===== src/hdl/event_counter_defs.svh =====
// Constants for the signed event counter: widths, reset values, limits.
// Assumes inclusion by bare name from any file that needs them.
`ifndef EVENT_COUNTER_DEFS_SVH
`define EVENT_COUNTER_DEFS_SVH
`define CNT_W 32
`define STAMP_W 48
`define CNT_ZERO 32'h0000_0000
`define CNT_MAX 32'h7fff_ffff
`define CNT_MIN 32'h8000_0000
`define STAMP_ZERO 48'h0000_0000_0000
`endif


===== src/hdl/event_counter_pkg.sv =====
// Types shared by the event counter files.
// Assumes the defs header is on the include path.
`include "event_counter_defs.svh"
package event_counter_pkg;
   typedef logic signed [`CNT_W-1:0] count_t;
   typedef logic [`STAMP_W-1:0] stamp_t;
   typedef enum logic [1:0] {
      ST_OFF = 2'b00,
      ST_RUN = 2'b01
   } run_state_e;
endpackage


===== src/hdl/edge_pulse.sv =====
// Rising-edge detector for one operand bit.
// Assumes the operand is synchronous to clk.
`timescale 1ns/1ps
`default_nettype none
module edge_pulse (
   input wire logic clk,
   input wire logic rst_n,
   input wire logic level,
   output logic rise
);
   logic prev_q;

   // Previous level; reset low so an operand high at reset gives one rise, which the counter, still off then, does not count
   always_ff @(posedge clk) begin
      if (!rst_n) begin
         prev_q <= 1'b0;
      end else begin
         prev_q <= level;
      end
   end

   assign rise = level & ~prev_q;
endmodule
`default_nettype wire


===== src/hdl/event_counter.sv =====
// Signed event counter with compare, preset, block and freeze capture.
// Assumes operands synchronous to clk and power-loss save handled outside.
// Notes on behaviour
// - count up by one only on a rising edge of the up operand.
// - count down by one only on a rising edge of the down operand.
// - up at the top positive value wraps to the most negative value.
// - down at the most negative value wraps to the top positive value.
// - above, equal, under flags against compare value; exactly one asserted while enabled and not blocked.
// - while blocked, counting stops and every output flag is held low.
// - on enabling, load preset if preset select is high, else zero.
// - while running, preset select rising loads preset; falling does nothing.
// - reset or freeze-reset loads preset if select high, else zero.
// - freeze-reset captures count and time, then loads count as a reset does.
// - freeze-continue captures count and time while counting goes on.
// - present count, frozen count and frozen stamp are readable outputs.
// - power-down save request copies live count and frozen count to storage.
`timescale 1ns/1ps
`default_nettype none
`include "event_counter_defs.svh"
module event_counter (
   input wire logic clk,
   input wire logic rst_n,
   input wire logic enable,
   input wire logic count_up,
   input wire logic count_down,
   input wire logic block,
   input wire logic preset_select,
   input wire logic reset_cmd,
   input wire logic freeze_reset,
   input wire logic freeze_count,
   input wire event_counter_pkg::count_t preset_value,
   input wire event_counter_pkg::count_t compare_value,
   input wire event_counter_pkg::stamp_t time_now,
   input wire logic power_fail,
   output event_counter_pkg::count_t count_value,
   output event_counter_pkg::count_t frozen_value,
   output event_counter_pkg::stamp_t frozen_stamp,
   output logic count_above,
   output logic count_equal,
   output logic count_under,
   output event_counter_pkg::count_t saved_count,
   output event_counter_pkg::count_t saved_frozen,
   output logic save_strobe
);
   import event_counter_pkg::*;

   run_state_e state_q, state_d;
   count_t count_q, count_d;
   count_t frozen_q;
   stamp_t stamp_q;
   logic above_q, equal_q, under_q;
   count_t save_cnt_q, save_frz_q;
   logic save_q;
   logic up_rise, down_rise, psel_rise, pf_rise;
   wire logic [3:0] op_rise;

   // Operand levels gathered so one loop builds every rising-edge detector
   wire logic [3:0] op_level = {power_fail, preset_select, count_down, count_up};

   // One shared detector module keeps edge handling identical everywhere
   for (genvar i = 0; i < 4; i++) begin : g_edge
      edge_pulse u_edge_pulse (
         .clk(clk),
         .rst_n(rst_n),
         .level(op_level[i]),
         .rise(op_rise[i])
      );
   end

   // Fixed bit order: up, down, preset select, power fail
   assign up_rise = op_rise[0];
   assign down_rise = op_rise[1];
   assign psel_rise = op_rise[2];
   assign pf_rise = op_rise[3];

   // Event decode
   wire logic running = (state_q == ST_RUN) && enable;
   wire logic starting = (state_q == ST_OFF) && enable;
   wire logic counting = running && !block;
   wire logic inc = counting && up_rise && !down_rise;
   wire logic dec = counting && down_rise && !up_rise;
   wire logic do_reset = running && (reset_cmd || freeze_reset);
   wire logic do_freeze = running && (freeze_reset || freeze_count);
   wire count_t load_val = preset_select ? preset_value : count_t'(`CNT_ZERO);
   // Plain two's-complement add wraps at the limits by itself
   wire count_t up_val = count_t'(count_q + count_t'(1));
   wire count_t down_val = count_t'(count_q - count_t'(1));

   // Next count: loads take priority over counting in the same cycle
   always_comb begin
      count_d = count_q;
      state_d = enable ? ST_RUN : ST_OFF;
      if (starting) begin
         count_d = load_val;
      end else if (do_reset) begin
         count_d = load_val;
      end else if (running && psel_rise) begin
         count_d = preset_value;
      end else if (inc) begin
         count_d = up_val;
      end else if (dec) begin
         count_d = down_val;
      end
   end

   // Compare flags against the next count so flags track count_value
   wire logic cmp_gt = count_d > compare_value;
   wire logic cmp_eq = count_d == compare_value;
   wire logic show = enable && !block;

   // Count, state and compare outputs
   always_ff @(posedge clk) begin
      if (!rst_n) begin
         state_q <= ST_OFF;
         count_q <= `CNT_ZERO;
         above_q <= 1'b0;
         equal_q <= 1'b0;
         under_q <= 1'b0;
      end else begin
         state_q <= state_d;
         count_q <= count_d;
         above_q <= show && cmp_gt;
         equal_q <= show && cmp_eq;
         under_q <= show && !cmp_gt && !cmp_eq;
      end
   end

   // Freeze capture takes the count before any reset in the same cycle
   always_ff @(posedge clk) begin
      if (!rst_n) begin
         frozen_q <= `CNT_ZERO;
         stamp_q <= `STAMP_ZERO;
      end else if (do_freeze) begin
         frozen_q <= count_q;
         stamp_q <= time_now;
      end
   end

   // Power-fail snapshot for the external non-volatile store
   always_ff @(posedge clk) begin
      if (!rst_n) begin
         save_cnt_q <= `CNT_ZERO;
         save_frz_q <= `CNT_ZERO;
         save_q <= 1'b0;
      end else begin
         save_q <= pf_rise;
         if (pf_rise) begin
            save_cnt_q <= count_q;
            save_frz_q <= frozen_q;
         end
      end
   end

   assign count_value = count_q;
   assign frozen_value = frozen_q;
   assign frozen_stamp = stamp_q;
   assign count_above = above_q;
   assign count_equal = equal_q;
   assign count_under = under_q;
   assign saved_count = save_cnt_q;
   assign saved_frozen = save_frz_q;
   assign save_strobe = save_q;
endmodule
`default_nettype wire


===== config.mk =====
export PLATFORM = sky130hd
export DESIGN_NAME = event_counter
export DESIGN_NICKNAME = d
export VERILOG_FILES = /design/src/hdl/event_counter_pkg.sv /design/src/hdl/edge_pulse.sv /design/src/hdl/event_counter.sv
export VERILOG_INCLUDE_DIRS = /design/src /design/src/hdl
export SDC_FILE = /design/constraint.sdc
export NUM_CORES = 1
export LEC_CHECK = 0
export BUFFER_PORTS_ARGS = -buffer_cell sky130_fd_sc_hd__buf_2
export CORE_UTILIZATION = 40
export DETAILED_ROUTE_END_ITERATION = 6
export PLACE_DENSITY_LB_ADDON = 0.15
export SLEW_MARGIN = 30
export SYNTH_ARGS = -nofsm -noshare
export SYNTH_HDL_FRONTEND = slang
export SYNTH_SLANG_ARGS = --single-unit

===== constraint.sdc =====
create_clock -name clk -period 8 [get_ports clk]
set_input_delay 0.8 -clock clk [delete_from_list [all_inputs] [get_ports clk]]
set_output_delay 0.8 -clock clk [all_outputs]
set_load 0.05 [all_outputs]

==> impl_metrics.json <==
{
  "antenna_cells": 0,
  "worstRegToRegCells": 15,
  "syn_inst": 1123,
  "wirelength_mm": 28.9,
  "end_kind": "flop",
  "min_to": "frozen_stamp[19]",
  "leakagePower_nw": 5.00,
  "path_max_fanout": 9,
  "timing.fmax_mhz": 230,
  "max_cap_violations": 0,
  "r2r-end": "count_under",
  "grt_max_degree": 101,
  "grt-ovfl-total": 0,
  "die_x_um": 152,
  "viasPerCell": 5.23,
  "core_area_mm2": 0.0220,
  "clkLatencyLatePin_ns": 0.43,
  "post_dp_cell_area_mm2": 0.0107,
  "gp_congestion": 0.919,
  "worst_ep_required_time_ns": 8.36,
  "worst_setup_path_start_kind": "input pin",
  "die_h_um": 152,
  "clockBufferDepth": 2,
  "p_per_area_mw_per_mm2": 187,
  "ios": 303,
  "htree_num_levels": 4,
  "grt_usage": 0.251,
  "min_from": "frozen_stamp[19]",
  "clkSinkCount": 185,
  "dr.pass1.iters": 7,
  "dieArea_mm2": 0.0232,
  "rsz0062_at_grt": "false",
  "layout-drive-gt1-share": 0.259,
  "ys_warn_count": 0,
  "nets": 1524,
  "clock_skew_ns": 0.0146,
  "min_path_cells": 2,
  "cts_setup_buffers": 0,
  "setup_viol": 0,
  "stdcell_area_mm2": 0.0112,
  "rrSetupSlack_ns": 3.69,
  "synth_edf_count": 0,
  "clk_pin_slew_worst_paths_ns": 0.07,
  "drc": 24,
  "cts_root_buf": "clkbuf_16",
  "first_iter_violations": 745,
  "path_class": "input pin to flop",
  "num_rows": 54,
  "seq_area_frac_synth": 0.410,
  "tightest_slew_ns": 0.858,
  "synth_cell_type_count": 56,
  "postRouteAntennaNets": 0,
  "vdd_drop_max_uv": 124,
  "synthArstFlopShare": 0,
  "area_growth_pct": 24.4,
  "via_count": 8681,
  "slew_viol_final": 0,
  "status": "finished, violations left",
  "first_global_vias": 8325,
  "synth_area_mm2": 0.00904,
  "antenna_found_initial": 0,
  "port_buffers": 302,
  "synthFlopType": "dfxtp_1",
  "ctsResizeCount": 0,
  "grt_pass1_wl_mm": 46.3,
  "dpl.hpwl_mm": 20.5,
  "fin_crit_sh": 0.543,
  "slew_headroom": 0.423,
  "postSynthAreaPerCell_um2": 8.05,
  "violations": "DRC",
  "hp-class": "flop to flop",
  "synth-seq-cells": 185,
  "arrival_ns": 4.71,
  "setup_tns_ns": 0,
  "initial_core_util": 0.412,
  "cts_tree": "done",
  "syn-num-nets": 1280,
  "post_drt_wl_per_cell_um": 17.4,
  "cts_buffers": 17,
  "finalHoldViolCount": 0,
  "cts_hold_buf": 0,
  "r2r_start": "count_value[0]",
  "period_needed_ns": 4.34
}
==> layout make-up <==
cell class / instances / area, µm²
sequential: 185 / 3700
clock buffer: 18 / 429
multi-input combinational: 813 / 4870
tap: 280 / 350
inverter: 40 / 150
clock inverter: 14 / 150
timing repair buffer: 310 / 1590
fill: 2231 / 10700
==> worst max-delay path, cell delays in order <==
cell and delay (ns):
buf_2 0.10, nor2b_1 0.52, nand4_1 0.48, or4_1 0.59, o21ai_0 0.11, xor2_1 0.11
a22o_1 0.24, ha_1 0.27, nand4_1 0.11, or4_1 0.62, a21o_1 0.20, a31oi_1 0.16
mux2i_1 0.24, nor2b_1 0.16
==> logic make-up after synthesis <==
family	synth area share
AOI/OAI and AO/OA	0.222
xor gates and xnor gates	0.0281
adders and majority gates	0.0471
buffers and inverters	0.0543
DFF	0.410
muxes	0.00332
and+or+nand+nor	0.236
==> cell usage in the layout, fill, tap and decap left out, drive strengths merged, types with 2 or more instances in the layout <==
cell / count
buf: 310
and3: 7
dfxtp: 185
o21ai: 18
o22ai: 3
nand4: 21
clkbuf: 18
nand3: 21
nor2: 22
and4: 3
xor2: 16
nor2b: 9
nand3b: 3
or2: 6
o21bai: 2
a22oi: 3
a21oi: 15
nor4: 9
or3: 6
a31oi: 5
xnor2: 13
a211oi: 3
o31ai: 4
a32oi: 3
o211a: 2
o32ai: 3
o21a: 2
nor3: 13
a21boi: 146
ha: 34
or4: 8
a22o: 47
nor4b: 4
nand2: 328
mux2i: 3
clkinv: 7
and2: 14
o211ai: 2
nand2b: 4
inv: 46
==> metal layers <==
| metal | track usage | wire (µm) |
|---|---|---|
| met1 | 0.354 | 13600 |
| met5 | 0 | 0 |
| met4 | 0.0651 | 418 |
| met2 | 0.389 | 12600 |
| met3 | 0.0526 | 2300 |
==> registers in the layout (all words and copies together) (netlist names) <==
| name | flops |
|---|---|
| count_above | 1 |
| count_equal | 1 |
| count_under | 1 |
| count_value | 32 |
| frozen_stamp | 48 |
| frozen_value | 32 |
| g_edge.u_edge_pulse.prev_q | 4 |
| save_strobe | 1 |
| saved_count | 32 |
| saved_frozen | 32 |
| state_q | 1 |
==> worst max path at each step <==
stage                              start           to  slack (ns)  cells after the start
after global placement        count_down  count_under        3.39                     14
after floorplan                   enable  count_under        3.94                     14
after detailed placement      count_down  count_under        3.34                     14
after CTS                 count_value[0]  count_under        3.74                     15
final                         count_down  count_under        3.66                     14
after global routing      count_value[2]  count_under        3.31                     13
==> per-stage QoR <==
| step | hold slack [ns] | power (W) | util | cells | worst slack [ns] |
|---|---|---|---|---|---|
| after floorplan | 0.406 | 0.00119 | - | 1123 | 3.94 |
| after global placement | 0.448 | 0.00129 | 0.484 | 1627 | 3.39 |
| after detailed placement | 0.454 | 0.00129 | 0.485 | 1628 | 3.34 |
| after CTS | 0.465 | 0.00212 | 0.512 | 1660 | 3.74 |
| after global routing | 0.475 | 0.00219 | 0.512 | 1660 | 3.31 |
| final | 0.460 | 0.00210 | 0.512 | 1660 | 3.66 |
==> Yosys cell counts, drive strengths merged (4+ instances only) <==
library cell,instances,area (µm²)
a21boi,146,1100
a21oi,15,75.1
a22o,47,412
a31oi,5,31.3
and2,14,87.6
and3,7,43.8
buf,15,77.6
clkbuf,70,263
dfxtp,185,3700
ha,34,425
inv,40,150
nand2,328,1230
nand2b,4,25.0
nand3,21,105
nand4,21,131
nor2,22,82.6
nor2b,9,56.3
nor3,13,65.1
nor4,9,56.3
nor4b,4,35.0
o21ai,18,90.1
o31ai,4,30.0
or2,6,37.5
or3,6,42.5
or4,8,67.6
xnor2,13,114
xor2,16,140
==> power by group <==
group          switching, W  internal (W)  total [W]
Clock              0.000415      0.000418   0.000833
Sequential        0.0000300      0.000941   0.000971
Combinational      0.000198      0.000102   0.000300
Total              0.000644       0.00146    0.00210
Power figures use the tool's default switching activity.
